[config.mk]
export PLATFORM = sky130hd
export DESIGN_NAME = uiorb_regs
export DESIGN_NICKNAME = d
export VERILOG_FILES = /design/src/shared/uiorb_pkg.sv /design/src/hw/uiorb_regs.sv
export SDC_FILE = /design/constraint.sdc
export NUM_CORES = 1
export LEC_CHECK = 0
export BUFFER_PORTS_ARGS = -buffer_cell sky130_fd_sc_hd__buf_2
export CORE_AREA = 2 2 279 281
export DETAILED_ROUTE_END_ITERATION = 10
export DIE_AREA = 0 0 281 283
export MAX_ROUTING_LAYER = met4
export PLACE_DENSITY = 0.69
export SETUP_SLACK_MARGIN = 0.2
export SLEW_MARGIN = 20
export SYNTH_ARGS = -nofsm -noshare
export SYNTH_HDL_FRONTEND = slang
export SYNTH_SLANG_ARGS = --single-unit
[constraint.sdc]
create_clock -name clk_in -period 2.6 [get_ports clk_in]
set_clock_uncertainty 0.2 [all_clocks]
set_input_delay 0.26 -clock clk_in [delete_from_list [all_inputs] [get_ports clk_in]]
set_output_delay 0.26 -clock clk_in [all_outputs]
set_load 0.05 [all_outputs]
[src/shared/uiorb_pkg.sv]
// Purpose: constants for the eight-channel serial register block
// Assumes: byte-wide host access through the host base window
// Notes: offsets are byte offsets within one 8-byte channel block
package uiorb_pkg;

  // ----------------------------------------------------------------
  // window geometry
  // ----------------------------------------------------------------
  localparam int CH_NUM = 8;
  localparam logic [7:0] WINDOW_LAST = 8'h3F;

  // ----------------------------------------------------------------
  // offsets inside a channel block
  // ----------------------------------------------------------------
  localparam logic [2:0] OFS_HOLD = 3'h0;
  localparam logic [2:0] OFS_IRQ_EN = 3'h1;
  localparam logic [2:0] OFS_IRQ_ST = 3'h2;
  localparam logic [2:0] OFS_LINE_CTL = 3'h3;
  localparam logic [2:0] OFS_MODEM_CTL = 3'h4;
  localparam logic [2:0] OFS_LINE_ST = 3'h5;
  localparam logic [2:0] OFS_MODEM_ST = 3'h6;
  localparam logic [2:0] OFS_SPECIAL = 3'h7;

  // ----------------------------------------------------------------
  // values after reset
  // ----------------------------------------------------------------
  localparam logic [7:0] RST_RX_HOLD = 8'h00;
  localparam logic [7:0] RST_TX_HOLD = 8'h00;
  localparam logic [7:0] RST_IRQ_EN = 8'h00;
  localparam logic [7:0] RST_DIV_LOW = 8'h00;
  localparam logic [7:0] RST_DIV_HIGH = 8'h00;
  localparam logic [7:0] RST_SAMPLE = 8'h00;
  localparam logic [7:0] RST_LINE_CTL = 8'h03;
  localparam logic [7:0] RST_MODEM_CTL = 8'h00;
  localparam logic [7:0] RST_SPECIAL = 8'h00;
  localparam logic [7:0] RST_FIFO_CTL = 8'h00;
  localparam logic [7:0] RST_RDATA = 8'h00;

  // ----------------------------------------------------------------
  // field positions
  // ----------------------------------------------------------------
  localparam int LC_DIV_SEL = 7;
  localparam int IE_RX_DATA = 0;
  localparam int IE_TX_EMPTY = 1;
  localparam int IE_RX_LINE = 2;
  localparam int IE_MODEM = 3;
  localparam int IE_XOFF = 4;
  localparam int IE_RTS_DTR = 5;
  localparam int IE_CTS_DSR = 6;
  localparam int FC_RX_FLUSH = 1;
  localparam int FC_TX_FLUSH = 2;

  // ----------------------------------------------------------------
  // interrupt status codes, bits 5..0, highest priority first
  // ----------------------------------------------------------------
  localparam logic [1:0] ST_TOP = 2'h3;
  localparam logic [5:0] ST_RX_ERR = 6'h06;
  localparam logic [5:0] ST_RX_DATA = 6'h04;
  localparam logic [5:0] ST_RX_TMO = 6'h0C;
  localparam logic [5:0] ST_TX_EMPTY = 6'h02;
  localparam logic [5:0] ST_MODEM = 6'h00;
  localparam logic [5:0] ST_XOFF = 6'h10;
  localparam logic [5:0] ST_FLOW = 6'h20;
  localparam logic [7:0] ST_NONE = 8'hC1;

endpackage

[src/hw/uiorb_regs.sv]
// Purpose: register blocks of eight serial channels in I/O mode
// Assumes: host base decode done outside, io_sel_in marks the window
// Notes: engines run on clk_in; their inputs need no synchroniser
`timescale 1ns/1ps

// Operation
// - eight private bytes per channel
// - channel n sits at window plus 8n
// - control and status at bytes 3 to 7
// - byte 0 read returns received character
// - byte 0 write loads transmit character
// - divisor select maps divisors, sample clock
// - enable bits 0-3 gate classic sources
// - enable bit 4 gates xoff/special detect
// - enable bit 5 gates rts/dtr change
// - enable bit 6 gates cts/dsr change
// - status reads C1 when idle
// - status encodes highest pending enabled source
// - line control bit 7 selects divisors
// - fifo control write, flush bits self-clear
module uiorb_regs (
  input wire logic clk_in,
  input wire logic resetn_in,
  input wire logic io_sel_in,
  input wire logic [7:0] io_addr_in,
  input wire logic io_rd_in,
  input wire logic io_wr_in,
  input wire logic [7:0] io_wdata_in,
  output logic [7:0] io_rdata_out,
  output logic io_rvalid_out,
  output logic io_ready_out,
  input wire logic rx_valid_in,
  input wire logic [2:0] rx_chan_in,
  input wire logic [7:0] rx_data_in,
  input wire logic [7:0] rx_error_in,
  input wire logic [7:0] rx_timeout_in,
  input wire logic [7:0] tx_empty_in,
  input wire logic [7:0] modem_change_in,
  input wire logic [7:0] xoff_detect_in,
  input wire logic [7:0] rts_dtr_change_in,
  input wire logic [7:0] cts_dsr_change_in,
  input wire logic [63:0] line_status_in,
  input wire logic [63:0] modem_status_in,
  output logic tx_valid_out,
  input wire logic tx_ready_in,
  output logic [2:0] tx_chan_out,
  output logic [7:0] tx_data_out,
  output logic [7:0] irq_out,
  output logic [63:0] line_control_out,
  output logic [63:0] modem_control_out,
  output logic [63:0] special_function_out,
  output logic [127:0] baud_divisor_out,
  output logic [63:0] sample_clock_out,
  output logic [63:0] fifo_control_out,
  output logic [7:0] rx_flush_out,
  output logic [7:0] tx_flush_out
);
  import uiorb_pkg::*;

  // ----------------------------------------------------------------
  // state
  // ----------------------------------------------------------------
  typedef struct packed {
    logic [7:0][7:0] rx_hold, tx_hold, irq_en, div_lo, div_hi;
    logic [7:0][7:0] sample, line_ctl, modem_ctl, special, fifo_ctl;
    logic [7:0] rx_avail, irq, rx_flush, tx_flush;
    logic [7:0] rdata;
    logic rvalid;
    logic ready;
    logic [1:0] tb_v;
    // entries are {channel, data}; the head always sits in entry 0
    logic [1:0][10:0] tb;
  } uiorb_state_s;

  function automatic uiorb_state_s rst_state();
    uiorb_state_s r;
    r = '0;
    for (int c = 0; c < CH_NUM; c++) begin
      r.rx_hold[c] = RST_RX_HOLD;
      r.tx_hold[c] = RST_TX_HOLD;
      r.irq_en[c] = RST_IRQ_EN;
      r.div_lo[c] = RST_DIV_LOW;
      r.div_hi[c] = RST_DIV_HIGH;
      r.sample[c] = RST_SAMPLE;
      r.line_ctl[c] = RST_LINE_CTL;
      r.modem_ctl[c] = RST_MODEM_CTL;
      r.special[c] = RST_SPECIAL;
      r.fifo_ctl[c] = RST_FIFO_CTL;
    end
    r.rdata = RST_RDATA;
    r.ready = 1'b1;
    return r;
  endfunction

  localparam uiorb_state_s RST_STATE = rst_state();

  // ----------------------------------------------------------------
  // interrupt priority encoder
  // ----------------------------------------------------------------
  // src: 0 rx err, 1 rx data, 2 rx timeout, 3 tx empty, 4 modem,
  // 5 xoff/special, 6 rts/dtr change, 7 cts/dsr change
  function automatic logic [7:0] irq_code(
    input logic [7:0] en,
    input logic [7:0] src
  );
    logic [7:0] g;
    logic [7:0] code;
    g[0] = src[0] & en[IE_RX_LINE];
    g[1] = src[1] & en[IE_RX_DATA];
    // timeout has no enable of its own and rides on data ready
    g[2] = src[2] & en[IE_RX_DATA];
    g[3] = src[3] & en[IE_TX_EMPTY];
    g[4] = src[4] & en[IE_MODEM];
    g[5] = src[5] & en[IE_XOFF];
    g[6] = src[6] & en[IE_RTS_DTR];
    g[7] = src[7] & en[IE_CTS_DSR];
    if (g[0]) begin
      code = {ST_TOP, ST_RX_ERR};
    end else if (g[1]) begin
      code = {ST_TOP, ST_RX_DATA};
    end else if (g[2]) begin
      code = {ST_TOP, ST_RX_TMO};
    end else if (g[3]) begin
      code = {ST_TOP, ST_TX_EMPTY};
    end else if (g[4]) begin
      code = {ST_TOP, ST_MODEM};
    end else if (g[5]) begin
      code = {ST_TOP, ST_XOFF};
    end else if (g[6] | g[7]) begin
      code = {ST_TOP, ST_FLOW};
    end else begin
      code = ST_NONE;
    end
    return code;
  endfunction

  // one channel's byte out of a bus that carries a byte per channel
  function automatic logic [7:0] chan_byte(
    input logic [63:0] bus,
    input logic [2:0] c
  );
    return bus[{c, 3'h0} +: 8];
  endfunction

  uiorb_state_s s_q;
  uiorb_state_s s_d;

  // ----------------------------------------------------------------
  // next state
  // ----------------------------------------------------------------
  always_comb begin
    logic [7:0][7:0] code;
    logic [7:0] src;
    logic [2:0] ch;
    logic [2:0] ofs;
    logic hit;
    logic div;
    logic rd;
    logic wr;
    code = '0;
    src = '0;
    s_d = s_q;
    // only bytes 00..3F of the window are decoded
    hit = io_sel_in & s_q.ready & (io_addr_in <= WINDOW_LAST);
    // low three bits pick the byte in a block
    ofs = io_addr_in[2:0];
    // next three bits pick the channel
    ch = io_addr_in[5:3];
    div = s_q.line_ctl[ch][LC_DIV_SEL];
    rd = hit & io_rd_in;
    wr = hit & io_wr_in;

    for (int c = 0; c < CH_NUM; c++) begin
      src = {cts_dsr_change_in[c], rts_dtr_change_in[c],
             xoff_detect_in[c], modem_change_in[c], tx_empty_in[c],
             rx_timeout_in[c], s_q.rx_avail[c], rx_error_in[c]};
      code[c] = irq_code(s_q.irq_en[c], src);
      // request while any enabled source pends
      s_d.irq[c] = ~code[c][0];
      // flush bits clear themselves after one cycle
      s_d.fifo_ctl[c][FC_RX_FLUSH] = 1'b0;
      s_d.fifo_ctl[c][FC_TX_FLUSH] = 1'b0;
    end
    s_d.rx_flush = '0;
    s_d.tx_flush = '0;

    // tx buffer drain: the head always sits in entry 0
    if (s_q.tb_v[0] & tx_ready_in) begin
      s_d.tb[0] = s_q.tb[1];
      s_d.tb_v = {1'b0, s_q.tb_v[1]};
    end

    // read path; answer lands one cycle after the request
    // reads beyond 3F get no answer; the host must not wait for one
    s_d.rvalid = hit & io_rd_in;
    s_d.rdata = RST_RDATA;
    if (rd) begin
      case (ofs)
        OFS_HOLD: begin
          if (div) begin
            s_d.rdata = s_q.div_lo[ch];
          end else begin
            s_d.rdata = s_q.rx_hold[ch];
            s_d.rx_avail[ch] = 1'b0;
          end
        end
        OFS_IRQ_EN: begin
          s_d.rdata = div ? s_q.div_hi[ch] : s_q.irq_en[ch];
        end
        OFS_IRQ_ST: begin
          // status read, or sample clock when divisors are selected; never the fifo control value
          s_d.rdata = div ? s_q.sample[ch] : code[ch];
        end
        OFS_LINE_CTL: begin
          s_d.rdata = s_q.line_ctl[ch];
        end
        OFS_MODEM_CTL: begin
          s_d.rdata = s_q.modem_ctl[ch];
        end
        OFS_LINE_ST: begin
          s_d.rdata = chan_byte(line_status_in, ch);
        end
        OFS_MODEM_ST: begin
          s_d.rdata = chan_byte(modem_status_in, ch);
        end
        OFS_SPECIAL: begin
          s_d.rdata = s_q.special[ch];
        end
        default: begin
          s_d.rdata = RST_RDATA;
        end
      endcase
    end

    // write path
    if (wr) begin
      case (ofs)
        OFS_HOLD: begin
          if (div) begin
            s_d.div_lo[ch] = io_wdata_in;
          end else begin
            // transmit character into the buffer
            // tx_hold is only the register image; the buffer carries it
            s_d.tx_hold[ch] = io_wdata_in;
            if (!s_d.tb_v[0]) begin
              s_d.tb[0] = {ch, io_wdata_in};
              s_d.tb_v[0] = 1'b1;
            end else begin
              s_d.tb[1] = {ch, io_wdata_in};
              s_d.tb_v[1] = 1'b1;
            end
          end
        end
        OFS_IRQ_EN: begin
          if (div) begin
            s_d.div_hi[ch] = io_wdata_in;
          end else begin
            // bit 7 kept as plain storage
            s_d.irq_en[ch] = io_wdata_in;
          end
        end
        OFS_IRQ_ST: begin
          if (div) begin
            s_d.sample[ch] = io_wdata_in;
          end else begin
            s_d.fifo_ctl[ch] = io_wdata_in;
            s_d.rx_flush[ch] = io_wdata_in[FC_RX_FLUSH];
            s_d.tx_flush[ch] = io_wdata_in[FC_TX_FLUSH];
          end
        end
        OFS_LINE_CTL: begin
          s_d.line_ctl[ch] = io_wdata_in;
        end
        OFS_MODEM_CTL: begin
          s_d.modem_ctl[ch] = io_wdata_in;
        end
        OFS_SPECIAL: begin
          s_d.special[ch] = io_wdata_in;
        end
        default: begin
          // status bytes are read-only; writes fall away
          s_d.special[ch] = s_d.special[ch];
        end
      endcase
    end

    // new character after the read clear, so an arrival wins
    if (rx_valid_in) begin
      s_d.rx_hold[rx_chan_in] = rx_data_in;
      s_d.rx_avail[rx_chan_in] = 1'b1;
    end

    // accept host accesses only while a tx slot stays free
    // trade-off: a full buffer stalls reads too, keeping one stall rule
    s_d.ready = ~s_d.tb_v[1];
  end

  always_ff @(posedge clk_in or negedge resetn_in) begin
    if (!resetn_in) begin
      s_q <= RST_STATE;
    end else begin
      s_q <= s_d;
    end
  end

  // ----------------------------------------------------------------
  // outputs
  // ----------------------------------------------------------------
  assign io_rdata_out = s_q.rdata;
  assign io_rvalid_out = s_q.rvalid;
  assign io_ready_out = s_q.ready;
  assign tx_valid_out = s_q.tb_v[0];
  assign tx_chan_out = s_q.tb[0][10:8];
  assign tx_data_out = s_q.tb[0][7:0];
  assign irq_out = s_q.irq;
  assign line_control_out = s_q.line_ctl;
  assign modem_control_out = s_q.modem_ctl;
  assign special_function_out = s_q.special;
  assign sample_clock_out = s_q.sample;
  assign fifo_control_out = s_q.fifo_ctl;
  assign rx_flush_out = s_q.rx_flush;
  assign tx_flush_out = s_q.tx_flush;

  always_comb begin
    for (int c = 0; c < CH_NUM; c++) begin
      baud_divisor_out[c*16 +: 16] = {s_q.div_hi[c], s_q.div_lo[c]};
    end
  end

endmodule // uiorb_regs

==> results of run 1 <==
-- how the worst max path moves through the flow --
stage | cells after the start | slack, ns | endpoint | start
final | 11 | 0.04 | baud_divisor_out[41] | line_control_out[7]
after global routing | 10 | -0.01 | fifo_control_out[48] | line_control_out[7]
after CTS | 9 | 0.08 | io_rdata_out[1] | line_control_out[7]
after detailed placement | 9 | -0.31 | io_rdata_out[7] | io_addr_in[5]
after global placement | 11 | -0.23 | io_rdata_out[1] | io_addr_in[5]
after floorplan | 8 | 0.11 | baud_divisor_out[0] | io_ready_out
-- synth_stat cells (27+ instances only) --
| master | number | area (um2) |
|---|---|---|
| a22oi_1 | 40 | 300.3 |
| mux2_2 | 627 | 7061 |
| nor2_1 | 43 | 161.4 |
| nand3_1 | 27 | 135.1 |
| o21ai_0 | 58 | 290.3 |
| o221ai_1 | 28 | 245.2 |
| buf_2 | 40 | 200.2 |
| dfrtp_1 | 609 | 15240 |
| a21oi_1 | 36 | 180.2 |
| a221oi_1 | 36 | 315.3 |
| buf_4 | 516 | 3874 |
| mux4_2 | 58 | 1306 |
| nand2_1 | 110 | 412.9 |
| clkbuf_1 | 92 | 345.3 |
| mux2i_1 | 60 | 600.6 |
| o22ai_1 | 36 | 225.2 |
-- metal layers --
metal / part of all wire (%) / track usage, % / routed length, um
met1: 40 / 45.52 / 56980
met2: 47 / 56.06 / 67390
met3: 8.3 / 6.374 / 11830
met4: 4.4 / 15.21 / 6306
met5: 0 / - / 0
-- critical path: stages, from the launching register on --
cell	delay (ns)
dfrtp_1	0.40
mux2_4	0.29
a221oi_4	0.28
buf_4	0.16
o21ai_4	0.07
buf_12	0.16
buf_8	0.13
nand3_4	0.06
buf_12	0.16
nor2_4	0.05
buf_12	0.16
mux2_4	0.29
-- power by group through the flow --
| stage | clock network [mW] | registers (mW) | logic [mW] |
|---|---|---|---|
| 6_report | 10.9 | 10.5 | 3.75 |
| 5_1_grt | 11.4 | 10.5 | 3.90 |
| 4_1_cts | 11.0 | 10.5 | 3.67 |
| 3_5_place_dp | 0 | 10.6 | 3.50 |
| 3_3_place_gp | 0 | 10.6 | 3.48 |
| 2_1_floorplan | 0 | 10.5 | 2.14 |
-- cell families after synthesis --
group	after synthesis	synth area share [%]
multiplexers	747	26.76
flip-flops	626	46.67
AND/OR/NAND/NOR	339	5.334
AO/OA/AOI/OAI	365	7.855
buffers and inverters	665	13.39
-- state kept, by name, indices dropped and copies added, names as in the netlist --
signal and count:
tx_flush_out 7, s_q 148, irq_out 8, sample_clock_out 64, io_rdata_out 8, io_rvalid_out 1, io_ready_out 1, tx_chan_out 3
baud_divisor_out 128, tx_valid_out 1, fifo_control_out 57, modem_control_out 64, tx_data_out 8, special_function_out 64, line_control_out 64
-- timing repair --
item                                    CTS  global route
hold endpoints to repair                412             0
resized for setup                       113           180
pin swaps                                23            24
endpoints found under the setup margin  423           389
hold buffers                             38             0
cloned                                    3             1
setup buffers                            24             5
-- cells in the final DEF, fill, tap and decap left out, types with 38 or more instances in the layout --
cell           count
mux2i_1           60
nand2_1           87
nor2_1            40
mux2_4           133
a22oi_1           40
mux4_2            58
buf_2            707
dfrtp_1          609
buf_12            72
mux2_2           496
o21ai_0           52
dlygate4sd3_1     38
clkbuf_16         75
buf_4            295
-- layout make-up --
type / instances / area [um2]
Sequential cell: 626 / 15690
Timing Repair Buffer: 1153 / 8114
Clock inverter: 29 / 376.6
Tap cell: 1040 / 1301
Fill cell: 6477 / 34310
Multi-Input combinational cell: 1451 / 14670
Inverter: 11 / 41.29
Clock buffer: 105 / 2148
Antenna cell: 23 / 57.56
-- through the flow --
step,TNS [ns],instances
after floorplan,0,2742
final,0,4438
after CTS,0,4409
after global routing,-0.08739,4433
after global placement,-12.80,4210
after detailed placement,-14.79,4210
==> out/metrics.cfg, run 1 <==
[run_status]
status=completed

[routing]
drc=0
num_vias=26450
routed_wl_mm=142.5
dr.first_iter.drc_count=2639
drt-pass1-iter-count=6
wl_per_cell_um=32.11
vias_per_cell=5.960
postRouteAntennaNets=0

[synth]
ys_seq_elements=626
syn_nets=2960
yosysWarningCount=0
synth_edf_count=0
netlist_area_um2=33610
synth_cell_type_count=72
synth_ff_type=dfrtp_1
async_flop_share_pct=100.0
syn_area_per_cell_um2=12.26
synth_cells=2742
ys_seq_area_share_pct=46.67

[placed_design]
placed_area_um2=37830
dpl.hpwl_mm=107.4
gp_congestion=1.016
io_buffer_count=711
dp_slack_ns=-0.3057

[clock_tree]
cts-root-buf=clkbuf_16
cts_tree=built
cts.sinks=626
clk_pin_slew_ns=0.07
clockBufferDepth=3
cts_buffers=73
h-tree-depth=3
clkLatencyLatePin_ns=0.64

[finish]
syn2layout_area_growth_pct=26.12
post-route-util_pct=55.27
final_cell_area_um2=42390
layout.nets=3534
post_route_cells_drive_above_1_share_pct=61.33

[power_and_ir_drop]
combinationalPowerShare_pct=14.9
power.density_nw_per_um2=592.5
p_total_mw=25.12
p_sw_share_pct=28.42
irDropWorstVdd_uv=521.7
power.internal_mw=17.98
seq_power_share_pct=41.7
power_switching_mw=7.139
pwr-share-clk_pct=43.3
cellLeakagePower_nw=21.62

[die]
core_um2=76700
die_w_um=281
io_pins=712
die_y_um=283
rows=102
dieArea_um2=79520
start_util_pct=43.82

[worst_setup_path]
reg2reg_to=baud_divisor_out[41]
r2r_slack_ns=0.04
cp-end-kind=flop
r2r-start=line_control_out[7]
required_ns=2.90
crit_fanout=8
crit_type=flop to flop
critPathLaunchType=flop
crit_arrival_ns=2.85
reg2reg_depth=11

[min_path]
hold_class=primary input to async pin

[global_route]
track_usage_pct=35.75
grt_pass1_wl_mm=196.8
antenna_found_initial=21
overflow=0
grt_max_degree=78
grt_pass1_vias=26060

[timing]
fin_crit_ns=2.558
grt_setup_unrepaired=true
maxSlewViolCount=0
clock.fmax_ghz=0.3910
setup_viol=0
hold_slack_ns=0.03148
relSlewSlack_pct=40.90
setup_slack_ns=0.04244
post-route-period-util_pct=98.37
hold_viol_final=0
worstMarginPinSlew_ns=0.8773

[job]
cap_violations=0

(Power assumes the default switching activity.)
==> run 2: changes to the inputs <==
--- a/config.mk
+++ b/config.mk
@@ -5,12 +5,12 @@
 export SDC_FILE = /design/constraint.sdc
 export NUM_CORES = 1
 export LEC_CHECK = 0
-export BUFFER_PORTS_ARGS = -buffer_cell sky130_fd_sc_hd__buf_2
+export BUFFER_PORTS_ARGS = -buffer_cell sky130_fd_sc_hd__buf_4
 export CORE_AREA = 2 2 279 281
 export DETAILED_ROUTE_END_ITERATION = 10
 export DIE_AREA = 0 0 281 283
 export MAX_ROUTING_LAYER = met4
-export PLACE_DENSITY = 0.69
+export PLACE_DENSITY = 0.65
 export SETUP_SLACK_MARGIN = 0.2
 export SLEW_MARGIN = 20
 export SYNTH_ARGS = -nofsm -noshare
==> run 2 against run 1 <==
Effect of this change: non-clock buffer count is 32 higher; largest power group is now sequential cells; critical path depth stayed put; via count is 0.10% lower; final area is 3.6% higher; sequential power hardly changed; hold slack better by 0.0075 ns; critical path type unchanged; global-route usage is 1.8 points higher; routed wire length is 4.5% higher; utilization is 2.0 points higher; sequential cell count stayed put.
==> out/metrics.cfg, run 2 (synthesis results as in run 1) <==
[clock_tree]
clkLatencyLatePin_ns=0.63
clockBufferDepth=3
h-tree-depth=3
cts_buffers=71
cts-root-buf=clkbuf_16
clk_pin_slew_ns=0.06
cts.sinks=626
cts_tree=built

[finish]
n_fill_cell=6367
largest_register_ffs=148
post_route_cells_drive_above_1_share_pct=61.26
final-seq-area_um2=15690
final_common_cell=buf_4
post-route-util_pct=57.27
regMostFlops=s_q
multi_input_area_um2=14420
layout.nets=3564
final_cell_mix=1,032 x buf_4, 609 x dfrtp_1, 564 x mux2_2, 96 x nand2_1, 72 x clkbuf_16
syn2layout_area_growth_pct=30.68

[die]
core_um2=76700
die_y_um=283
io_pins=712
dieArea_um2=79520
rows=102
die_w_um=281
start_util_pct=43.82

[power_and_ir_drop]
seq_power_share_pct=42.5
pwr-share-clk_pct=41.1
p_total_mw=24.73
power.internal_mw=17.70
power_switching_mw=7.036
power.density_nw_per_um2=563.0
irDropWorstVdd_uv=461.0
cellLeakagePower_nw=21.76
combinationalPowerShare_pct=16.4
p_sw_share_pct=28.45

[timing]
worstMarginPinSlew_ns=0.7953
fin_crit_ns=2.570
hold_viol_final=0
relSlewSlack_pct=46.85
clock.fmax_ghz=0.3891
maxSlewViolCount=0
setup_viol=0
post-route-period-util_pct=98.86
setup_slack_ns=0.02976
grt_setup_unrepaired=true

[global_route]
overflow=0
grt_pass1_vias=27210
grt_pass1_wl_mm=207.0
grt_max_degree=90
track_usage_pct=37.58
antenna_found_initial=4

[worst_setup_path]
crit_type=flop to flop
crit_top_cell=buf_12
required_ns=2.91
cp-end-kind=flop
crit_arrival_ns=2.88
crit_chain=mux2_4 > a221oi_4 > buf_4 > o21ai_4 > buf_12 > buf_4 > nand3_4 > buf_12 > nor2_4 > buf_12 > mux2_4
critPathLaunchType=flop
cpMaxStageDelayCell=dfrtp_1
crit_fanout=8
max_stage_delay_ns=0.37

[placed_design]
dpl.hpwl_mm=113.7
gp_congestion=0.9923
io_buffer_count=711
dp_slack_ns=-0.3310

[routing]
wl_per_cell_um=33.51
num_vias=26420
drt-pass1-iter-count=8
routed_wl_mm=148.9
postRouteAntennaNets=0
drc=0
vias_per_cell=5.944
dr.first_iter.drc_count=2490

[run_status]
status=completed

[job]
cap_violations=0

[min_path]
hold_class=primary input to flop

==> run 2: metal layers <==
layer	wire length [um]	GRT usage (%)
met1	58680	47.22
met2	72110	60.56
met3	11660	6.605
met4	6504	14.26
met5	0	-
==> run 2: layout make-up <==
class | count | area share [%]
inverters | 11 | 0.09400
repair buffers | 1185 | 23.02
flip-flops and latches | 626 | 35.71
well taps | 1040 | 2.962
multi-input cells | 1451 | 32.84
clock inverters | 21 | 0.5896
diodes | 5 | 0.02848
clock buffers | 106 | 4.754
==> run 2: path summary, 6_finish.rpt <==
| check | depth (start not counted) | to | start | slack (ns) |
|---|---|---|---|---|
| worst max-delay path | 11 | baud_divisor_out[67] | line_control_out[7] | 0.03 |
| worst min-delay path | 3 | io_rdata_out[3] | io_rd_in | 0.04 |
| worst max register to register | 11 | baud_divisor_out[67] | line_control_out[7] | 0.03 |
| worst min register to register | 1 | io_ready_out | s_q[23] | 0.24 |
| max in group asynchronous | 4 | io_ready_out | resetn_in | 1.40 |
| min in group asynchronous | 3 | sample_clock_out[25] | resetn_in | 0.15 |
==> run 2: power groups by stage <==
stage | Sequential (mW) | Combinational, mW | Clock, mW
2_1_floorplan | 10.5 | 2.14 | 0
3_3_place_gp | 10.6 | 3.73 | 0
3_5_place_dp | 10.7 | 3.78 | 0
4_1_cts | 10.5 | 3.93 | 10.3
6_report | 10.5 | 4.05 | 10.2
5_1_grt | 10.5 | 4.20 | 10.7
==> run 2: stage by stage <==
step | hold slack (ns) | area (um2) | cells | setup TNS, ns
2_1_floorplan | -0.2356 | 33770 | 2742 | 0
3_3_place_gp | -0.01590 | 39420 | 4213 | -11.74
3_5_place_dp | -0.007951 | 39420 | 4213 | -17.66
4_1_cts | 0.01271 | 43000 | 4415 | 0
5_1_grt | 0.04962 | 43920 | 4442 | -0.01483
6_report | 0.03895 | 43930 | 4445 | 0
==> run 2: critical path: cells and delay by family (launching register included) <==
family	cells	cell delay, ns
AND/OR/NAND/NOR	2	0.17
AO/OA/AOI/OAI	2	0.35
multiplexers	2	0.59
flip-flops	1	0.37
buffers and inverters	5	0.76
==> run 2: timing repair <==
item	4_1_cts	5_1_grt
buffers inserted	33	21
hold buffers	39	0
gates cloned	3	4
gates resized for setup	81	155
pin swaps	32	26
setup endpoints to repair	347	393
endpoints found under the hold margin	587	0
